$ cat config.mk
export PLATFORM = sky130hd
export DESIGN_NAME = accr_regs
export DESIGN_NICKNAME = d
export VERILOG_FILES = /design/src/logic/accr_pkg.sv /design/src/logic/accr_regs.sv
export SDC_FILE = /design/constraint.sdc
export NUM_CORES = 1
export LEC_CHECK = 0
export BUFFER_PORTS_ARGS = -buffer_cell sky130_fd_sc_hd__buf_4
export CORE_MARGIN = 3
export CORE_UTILIZATION = 54
export DETAILED_ROUTE_END_ITERATION = 12
export PLACE_DENSITY = 0.84
export RECOVER_POWER = 25
export SLEW_MARGIN = 10
export SYNTH_ARGS = -nofsm -noshare
export SYNTH_HDL_FRONTEND = slang
export SYNTH_SLANG_ARGS = --single-unit
$ cat constraint.sdc
create_clock -name CLK -period 4 [get_ports CLK]
set_clock_uncertainty 0.2 [all_clocks]
set_input_delay 0.4 -clock CLK [delete_from_list [all_inputs] [get_ports CLK]]
set_output_delay 0.4 -clock CLK [all_outputs]
set_load 0.005 [all_outputs]
$ cat src/logic/accr_pkg.sv
// Package with register map, field layout and decode constants for the channel config bank.
package accr_pkg;

  // ********************
  // Register indices and byte addresses
  // ********************
  localparam int unsigned ACCR_IDX_THRESH_FILT = 8;
  localparam int unsigned ACCR_IDX_CH0_CONFIG  = 9;
  localparam int unsigned ACCR_IDX_CH0_OCAL_HI = 10;
  localparam int unsigned ACCR_IDX_CH0_OCAL_LO = 11;
  localparam logic [11:0] ACCR_ADDR_THRESH_FILT = 12'(ACCR_IDX_THRESH_FILT * 4);
  localparam logic [11:0] ACCR_ADDR_CH0_CONFIG  = 12'(ACCR_IDX_CH0_CONFIG * 4);
  localparam logic [11:0] ACCR_ADDR_CH0_OCAL_HI = 12'(ACCR_IDX_CH0_OCAL_HI * 4);
  localparam logic [11:0] ACCR_ADDR_CH0_OCAL_LO = 12'(ACCR_IDX_CH0_OCAL_LO * 4);

  // ********************
  // Field positions
  // ********************
  localparam int unsigned ACCR_TH_LSB      = 8;
  localparam int unsigned ACCR_TH_MSB      = 15;
  localparam int unsigned ACCR_DCF_LSB     = 0;
  localparam int unsigned ACCR_DCF_MSB     = 3;
  localparam int unsigned ACCR_PHASE_LSB   = 6;
  localparam int unsigned ACCR_PHASE_MSB   = 15;
  localparam int unsigned ACCR_DCDIS_BIT   = 2;
  localparam int unsigned ACCR_MUX_LSB     = 0;
  localparam int unsigned ACCR_MUX_MSB     = 1;
  localparam int unsigned ACCR_OCLO_LSB    = 8;
  localparam int unsigned ACCR_OCLO_MSB    = 15;

  // ********************
  // Reset values
  // ********************
  localparam logic [7:0]  ACCR_RST_TH    = 8'h00;
  localparam logic [3:0]  ACCR_RST_DCF   = 4'h0;
  localparam logic [9:0]  ACCR_RST_PHASE = 10'h000;
  localparam logic        ACCR_RST_DCDIS = 1'b0;
  localparam logic [1:0]  ACCR_RST_MUX   = 2'h0;
  localparam logic [15:0] ACCR_RST_OCHI  = 16'h0000;
  localparam logic [7:0]  ACCR_RST_OCLO  = 8'h00;

  // ********************
  // Decode values
  // ********************
  localparam logic [3:0] ACCR_DCF_OFF     = 4'h0;
  localparam logic [3:0] ACCR_DCF_MAX     = 4'hE;
  localparam logic [3:0] ACCR_DCF_SHIFT0  = 4'h1;

  typedef enum logic [1:0] {
    ACCR_MUX_NORMAL  = 2'h0,
    ACCR_MUX_SHORTED = 2'h1,
    ACCR_MUX_TEST_POS = 2'h2,
    ACCR_MUX_TEST_NEG = 2'h3
  } accr_mux_t;

endpackage

$ cat src/logic/accr_regs.sv
// APB register bank: detect threshold low byte, DC filter select and channel 0 settings.
//
// Operation
// - Threshold low byte sits in bits 15:8 of shared word, read/write, resets zero.
// - Filter code zero disables; codes 1 to 14 give coefficient 1/4 halving to 1/32768.
// - Channel 0 bit 2 set disables DC filtering for channel 0 only.
// - Channel 0 bits 15:6 are a signed ten-bit phase delay in modulator cycles.
// - Input select: 00 normal pair, 01 shorted, 10 positive test, 11 negative test.
// - Offset calibration bits 23:8 held in full sixteen-bit read/write word, reset zero.
// - Offset calibration bits 7:0 in bits 15:8 of next word; low byte reads zero.
//
// Register access over APB was chosen for this implementation.
module accr_regs
  import accr_pkg::*;
(
  // Clock and reset
  input  wire logic        CLK,
  input  wire logic        RESET_N,
  // APB slave
  input  wire logic        PSEL,
  input  wire logic        PENABLE,
  input  wire logic        PWRITE,
  input  wire logic [11:0] PADDR,
  input  wire logic [31:0] PWDATA,
  output logic             PREADY,
  output logic [31:0]      PRDATA,
  output logic             PSLVERR,
  // Settings to the datapath
  output logic [15:0]      DETECT_THRESHOLD_LOW_BYTE_WORD,
  output logic             CH0_DC_FILTER_ENABLE,
  output logic [3:0]       CH0_DC_FILTER_SHIFT,
  output logic signed [9:0] CHANNEL0_PHASE_DELAY,
  output logic [1:0]       CHANNEL0_INPUT_SELECT,
  output logic [23:0]      CHANNEL0_OFFSET_CAL
);

  // ********************
  // Bus decode
  // ********************
  logic        access;
  logic        wr_en;
  logic        wr_thresh_filt;
  logic        wr_ch0_config;
  logic        wr_ocal_high;
  logic        wr_ocal_low;
  logic        hit;
  logic [31:0] rd_next;
  logic [7:0]  detect_threshold_low_byte_reg;
  logic [3:0]  dc_filter_coefficient_select_reg;
  logic [9:0]  channel0_phase_delay_reg;
  logic        channel0_dc_filter_disable_reg;
  logic [1:0]  channel0_input_select_reg;
  logic [15:0] offset_cal_high_field_reg;
  logic [7:0]  offset_cal_low_field_reg;

  // The slave answers in the first access cycle, so every transfer takes two cycles.
  assign access = PSEL && PENABLE;
  assign wr_en  = access && PWRITE;

  // One strobe per word keeps the address compare out of the storage processes.
  assign wr_thresh_filt = wr_en && (PADDR == ACCR_ADDR_THRESH_FILT);
  assign wr_ch0_config  = wr_en && (PADDR == ACCR_ADDR_CH0_CONFIG);
  assign wr_ocal_high   = wr_en && (PADDR == ACCR_ADDR_CH0_OCAL_HI);
  assign wr_ocal_low    = wr_en && (PADDR == ACCR_ADDR_CH0_OCAL_LO);

  always_comb begin
    hit     = 1'b1;
    rd_next = 32'h0000_0000;
    unique case (PADDR)
      ACCR_ADDR_THRESH_FILT: begin
        rd_next[ACCR_TH_MSB:ACCR_TH_LSB]   = detect_threshold_low_byte_reg;
        rd_next[ACCR_DCF_MSB:ACCR_DCF_LSB] = dc_filter_coefficient_select_reg;
      end
      ACCR_ADDR_CH0_CONFIG: begin
        rd_next[ACCR_PHASE_MSB:ACCR_PHASE_LSB] = channel0_phase_delay_reg;
        rd_next[ACCR_DCDIS_BIT]                = channel0_dc_filter_disable_reg;
        rd_next[ACCR_MUX_MSB:ACCR_MUX_LSB]     = channel0_input_select_reg;
      end
      ACCR_ADDR_CH0_OCAL_HI: begin
        rd_next[15:0] = offset_cal_high_field_reg;
      end
      ACCR_ADDR_CH0_OCAL_LO: begin
        rd_next[ACCR_OCLO_MSB:ACCR_OCLO_LSB] = offset_cal_low_field_reg;
      end
      default: begin
        hit = 1'b0;
      end
    endcase
  end

  // ********************
  // Registers
  // ********************
  // Only named field bits are stored; reserved bits have no flops, so writes vanish.
  always_ff @(posedge CLK or negedge RESET_N) begin
    if (!RESET_N) begin
      detect_threshold_low_byte_reg <= ACCR_RST_TH;
    end else if (wr_thresh_filt) begin
      detect_threshold_low_byte_reg <= PWDATA[ACCR_TH_MSB:ACCR_TH_LSB];
    end
  end

  always_ff @(posedge CLK or negedge RESET_N) begin
    if (!RESET_N) begin
      dc_filter_coefficient_select_reg <= ACCR_RST_DCF;
    end else if (wr_thresh_filt) begin
      dc_filter_coefficient_select_reg <= PWDATA[ACCR_DCF_MSB:ACCR_DCF_LSB];
    end
  end

  always_ff @(posedge CLK or negedge RESET_N) begin
    if (!RESET_N) begin
      channel0_phase_delay_reg <= ACCR_RST_PHASE;
    end else if (wr_ch0_config) begin
      channel0_phase_delay_reg <= PWDATA[ACCR_PHASE_MSB:ACCR_PHASE_LSB];
    end
  end

  always_ff @(posedge CLK or negedge RESET_N) begin
    if (!RESET_N) begin
      channel0_dc_filter_disable_reg <= ACCR_RST_DCDIS;
    end else if (wr_ch0_config) begin
      channel0_dc_filter_disable_reg <= PWDATA[ACCR_DCDIS_BIT];
    end
  end

  always_ff @(posedge CLK or negedge RESET_N) begin
    if (!RESET_N) begin
      channel0_input_select_reg <= ACCR_RST_MUX;
    end else if (wr_ch0_config) begin
      channel0_input_select_reg <= PWDATA[ACCR_MUX_MSB:ACCR_MUX_LSB];
    end
  end

  always_ff @(posedge CLK or negedge RESET_N) begin
    if (!RESET_N) begin
      offset_cal_high_field_reg <= ACCR_RST_OCHI;
    end else if (wr_ocal_high) begin
      offset_cal_high_field_reg <= PWDATA[15:0];
    end
  end

  always_ff @(posedge CLK or negedge RESET_N) begin
    if (!RESET_N) begin
      offset_cal_low_field_reg <= ACCR_RST_OCLO;
    end else if (wr_ocal_low) begin
      offset_cal_low_field_reg <= PWDATA[ACCR_OCLO_MSB:ACCR_OCLO_LSB];
    end
  end

  // ********************
  // Bus answer
  // ********************
  // Unmapped addresses answer with an error and zero data; nothing is stored.
  // The answer is registered from the setup cycle, so it stands in the first access cycle only.
  always_ff @(posedge CLK or negedge RESET_N) begin
    if (!RESET_N) begin
      PREADY <= 1'b0;
    end else begin
      PREADY <= PSEL && !PENABLE;
    end
  end

  always_ff @(posedge CLK or negedge RESET_N) begin
    if (!RESET_N) begin
      PRDATA <= 32'h0000_0000;
    end else begin
      PRDATA <= (PSEL && !PENABLE && !PWRITE) ? rd_next : 32'h0000_0000;
    end
  end

  always_ff @(posedge CLK or negedge RESET_N) begin
    if (!RESET_N) begin
      PSLVERR <= 1'b0;
    end else begin
      PSLVERR <= PSEL && !PENABLE && !hit;
    end
  end

  // ********************
  // Datapath settings
  // ********************
  always_ff @(posedge CLK or negedge RESET_N) begin
    if (!RESET_N) begin
      CH0_DC_FILTER_ENABLE <= 1'b0;
    end else begin
      // Code 15 is undefined; it is treated as off rather than a 1/65536 coefficient.
      CH0_DC_FILTER_ENABLE <= !channel0_dc_filter_disable_reg
                              && dc_filter_coefficient_select_reg != ACCR_DCF_OFF
                              && dc_filter_coefficient_select_reg <= ACCR_DCF_MAX;
    end
  end

  always_ff @(posedge CLK or negedge RESET_N) begin
    if (!RESET_N) begin
      CH0_DC_FILTER_SHIFT <= 4'h0;
    end else begin
      // Shift of n+1 gives coefficient 2^-(n+1): code 1 is 1/4 up to code 14 at 1/32768.
      CH0_DC_FILTER_SHIFT <= dc_filter_coefficient_select_reg + ACCR_DCF_SHIFT0;
    end
  end

  always_ff @(posedge CLK or negedge RESET_N) begin
    if (!RESET_N) begin
      DETECT_THRESHOLD_LOW_BYTE_WORD <= {ACCR_RST_TH, 8'h00};
    end else begin
      DETECT_THRESHOLD_LOW_BYTE_WORD <= {detect_threshold_low_byte_reg, 8'h00};
    end
  end

  always_ff @(posedge CLK or negedge RESET_N) begin
    if (!RESET_N) begin
      CHANNEL0_PHASE_DELAY <= $signed(ACCR_RST_PHASE);
    end else begin
      CHANNEL0_PHASE_DELAY <= $signed(channel0_phase_delay_reg);
    end
  end

  always_ff @(posedge CLK or negedge RESET_N) begin
    if (!RESET_N) begin
      CHANNEL0_INPUT_SELECT <= ACCR_MUX_NORMAL;
    end else begin
      CHANNEL0_INPUT_SELECT <= channel0_input_select_reg;
    end
  end

  always_ff @(posedge CLK or negedge RESET_N) begin
    if (!RESET_N) begin
      CHANNEL0_OFFSET_CAL <= {ACCR_RST_OCHI, ACCR_RST_OCLO};
    end else begin
      CHANNEL0_OFFSET_CAL <= {offset_cal_high_field_reg, offset_cal_low_field_reg};
    end
  end

endmodule // accr_regs

==> metrics.csv <==
stage,metric,value,unit
run_status,run status,"complete, but fails checks",
run_status,failing checks,"capacitance limit, slew limit",
sta,fin. max-slew vios,37,
synth,Yosys reg bits,116,
sta,setup TNS,0,ns
pwr,Sw Share,21.3,%
setup_path,critical path arrival,3.01,ns
layout,share of post-route cells with drive strength above 1,49.4,%
pwr,Sequential Power Share,42.3,%
setup_path,"critical path fanouts, max",51,
die,core area,7810,um^2
pwr,Leakage,3.09,nW
global_route,GR Overflow Total,0,
route,DRC viols,0,
global_route,met1 Use GR,24.5,%
clocking,post-CTS sizing,0,
clocking,CTS tree,done,
setup_path,top cell family by delay on the critical path,buffers and inverters,
global_route,GR Util met3,6.25,%
worst_hold_path,Worst Hold Class,input pin to flip-flop,
pwr,Internal Power,2.19,mW
route,1st-pass router iterations,4,
layout,Largest register FFs,24,
sta,final setup vio count,0,
clocking,root buffer cell,clkbuf_8,
setup_path,critical path type,input pin to async pin,
setup_path,type of origin of the critical path,input pin,
clocking,clock transition at the registers of the reported paths,0.06,ns
sta,worst hold slack,0.0737,ns
clocking,later-pin clock latency in the skew report,0.50,ns
setup_path,critical path cell sequence,"dlygate4sd3_1, clkbuf_1, buf_4",
synth,mux cell area share after synthesis,17.7,%
synth,simple-gate share of the synthesized area,6.93,%
synth,Post-Syn Area,4370,um^2
global_route,first-pass GRT wire length,14100,um
placed_design,post-DP HPWL,5550,um
pwr,Clock power frac,54.1,%
global_route,vias in the first global route,2741,
sta,unrepaired setup endpoints after global routing,no,
sta,final hold vios,0,
die,Die Y,95.9,um
clocking,setup bufs post-CTS,0,
global_route,largest net degree at the start of global routing,52,
die,Die ar.,9200,um^2
pwr,Sw Pwr,0.595,mW
pwr,pwr dens,472,nW/um^2
pwr,worst vdd ir,311,uV
synth,Syn Area/Cell,16.4,um^2
synth,area share of xor/xnor cells in the synthesized design,0.401,%
die,cell row count,32,
synth,Gate Count Post-Synth,267,
global_route,initial antenna violation count,0,
route,Via density,4.98,
global_route,GRT Overall Usage,21.3,%
route,Routed WL,8880,um
layout,# nets final,448,
route,DR WL/cell,17.4,um
setup_path,number of buffers and inverters on the critical path,3,
sta,Least-Margin Pin Slew,1.86,ns
sta,Period minus WS final,2.63,ns
setup_path,CP max stage delay,1.33,ns
synth,"Distinct cells, synth",32,
clocking,clock sink total,116,
clocking,Max Buffers Root-to-Sink,2,
die,I/O pin cnt,140,
global_route,GR peak layer,met2,
sta,fin crit share,65.7,%
synth,Post-Synth Adder-Cell Area,0.859,%
pwr,combinational power share,3.6,%
layout,synthesis-to-finish area growth,35.0,%
synth,largest family of logic cells by synthesized area,multiplexers,
synth,Synth Area in Compound Gates,1.35,%
route,ANT nets after route,0,
route,DR iter-0 viols,91,
layout,cell area after layout,5900,um^2
placed_design,placed cell area,5110,um^2
synth,post-synthesis sequential area ratio,66.5,%
clocking,CTS H-tree depth,4,
setup_path,Crit. End Element,async pin,
global_route,met2 GRT Util,37.9,%
clocking,Num CTS Buffers,17,
die,Die Wd,95.9,um
job,max_cap viols,1,
setup_path,Required @ worst endpoint,4.38,ns
placed_design,routability congestion estimate,0.793,
layout,Ant. Diodes,0,
route,via count,2544,
placed_design,Buffers on Ports,99,
synth,synth warn,0,
setup_path,Critical-path top delay cell,clkbuf_1,
sta,FMAX,0.380,GHz
sta,Worst slew margin,-23.9,%
die,Starting Density,55.9,%
-- cell families after synthesis --
logic type      after synthesis
xor+xnor                      2
mux                          61
buf+inv                      38
simple gates                 39
compound gates                7
flops                       116
fa+ha+maj                     3
other cells                   1
-- through the flow --
stage               power (mW)  setup WS [ns]  util [%]  instances
finish                    2.79           1.37      75.5        511
global route              2.88          0.874      75.5        511
CTS                       2.81           1.52      75.6        511
detailed placement        1.29           1.06      65.4        460
global placement          1.28           1.14      65.4        460
floorplan                 1.24           1.63         -        290
-- layout by cell type, fill, tap and decap left out, types with 3 or more instances in the layout --
cell type,netlist,routed
dfrtp_1,116,116
buf_4,26,103
mux2_2,49,49
conb_1,1,24
dlygate4sd3_1,0,19
clkbuf_16,0,16
nor2b_1,11,11
nor2_1,9,9
mux4_2,8,8
clkinv_4,0,5
mux2i_1,4,4
nor4_4,3,4
nand2_1,3,3
a2bb2oi_1,3,3
ha_1,3,3
bufinv_16,0,3
-- per-layer routing --
metal / vias to the layer above / wire length [um]
met1: 1312 / 3510
met4: 0 / 49
met3: 2 / 455
met5: - / 0
li1: 1148 / -
met2: 82 / 4860
-- area by class of cell --
cell class / instances / area (um^2)
clock buffers: 18 / 428
repair buffers: 123 / 967
fillers: 473 / 1910
clock inverters: 14 / 176
well taps: 102 / 128
multi-input cells: 136 / 1290
inverters: 2 / 7.51
flip-flops and latches: 116 / 2900
-- cells in the mapped netlist --
cell / number / area, um^2
nor4_4: 3 / 63.8
nor3_4: 1 / 16.3
or4_4: 2 / 22.5
or2_2: 1 / 6.26
a221oi_1: 1 / 8.76
buf_2: 2 / 10.0
xor2_1: 1 / 8.76
buf_6: 4 / 45.0
conb_1: 1 / 3.75
a2bb2oi_1: 3 / 26.3
nand3_1: 2 / 10.0
inv_1: 2 / 7.51
o31a_1: 1 / 8.76
nor4_2: 1 / 12.5
or4b_1: 2 / 20.0
a22oi_1: 2 / 15.0
clkbuf_1: 2 / 7.51
dfrtp_1: 116 / 2900
ha_1: 3 / 37.5
nor2_1: 9 / 33.8
xnor2_1: 1 / 8.76
nor2b_1: 11 / 68.8
or3b_2: 1 / 8.76
buf_4: 26 / 195
or4bb_1: 1 / 11.3
buf_1: 2 / 7.51
mux4_2: 8 / 180
nand2_1: 3 / 11.3
mux2_2: 49 / 552
or4b_2: 1 / 10.0
or4_1: 1 / 7.51
mux2i_1: 4 / 40.0
-- path summary, 6_finish.rpt --
kind	slack [ns]	from	depth (start not counted)	to
worst max register to register	2.64	offset_cal_low_field_reg[5]	2	PRDATA[13]
max in group CLK	1.53	PENABLE	6	channel0_phase_delay_reg[8]
worst max-delay path	1.37	RESET_N	3	offset_cal_high_field_reg[11]
min in group asynchronous	0.74	RESET_N	2	detect_threshold_low_byte_reg[2]
worst min register to register	0.19	offset_cal_high_field_reg[4]	0	CHANNEL0_OFFSET_CAL[12]
worst min-delay path	0.07	PADDR[6]	3	PSLVERR
-- power by group through the flow --
stage / Combinational [mW] / Clock (mW) / Sequential [mW]
6_report: 0.100 / 1.51 / 1.18
3_3_place_gp: 0.0843 / 0 / 1.20
2_1_floorplan: 0.0435 / 0 / 1.20
5_1_grt: 0.113 / 1.59 / 1.18
3_5_place_dp: 0.0869 / 0 / 1.20
4_1_cts: 0.102 / 1.53 / 1.18
-- worst min-delay path, delay by kind of cell --
kind	cells	cell delay (ns)
simple gates	1	0.11
compound gates	1	0.13
buf+inv	1	0.10
-- timing repair --
item	4_1_cts	5_1_grt
hold buffers	19	0
setup endpoints to repair	0	0
endpoints found under the hold margin	85	0
(Power assumes the default switching activity.)
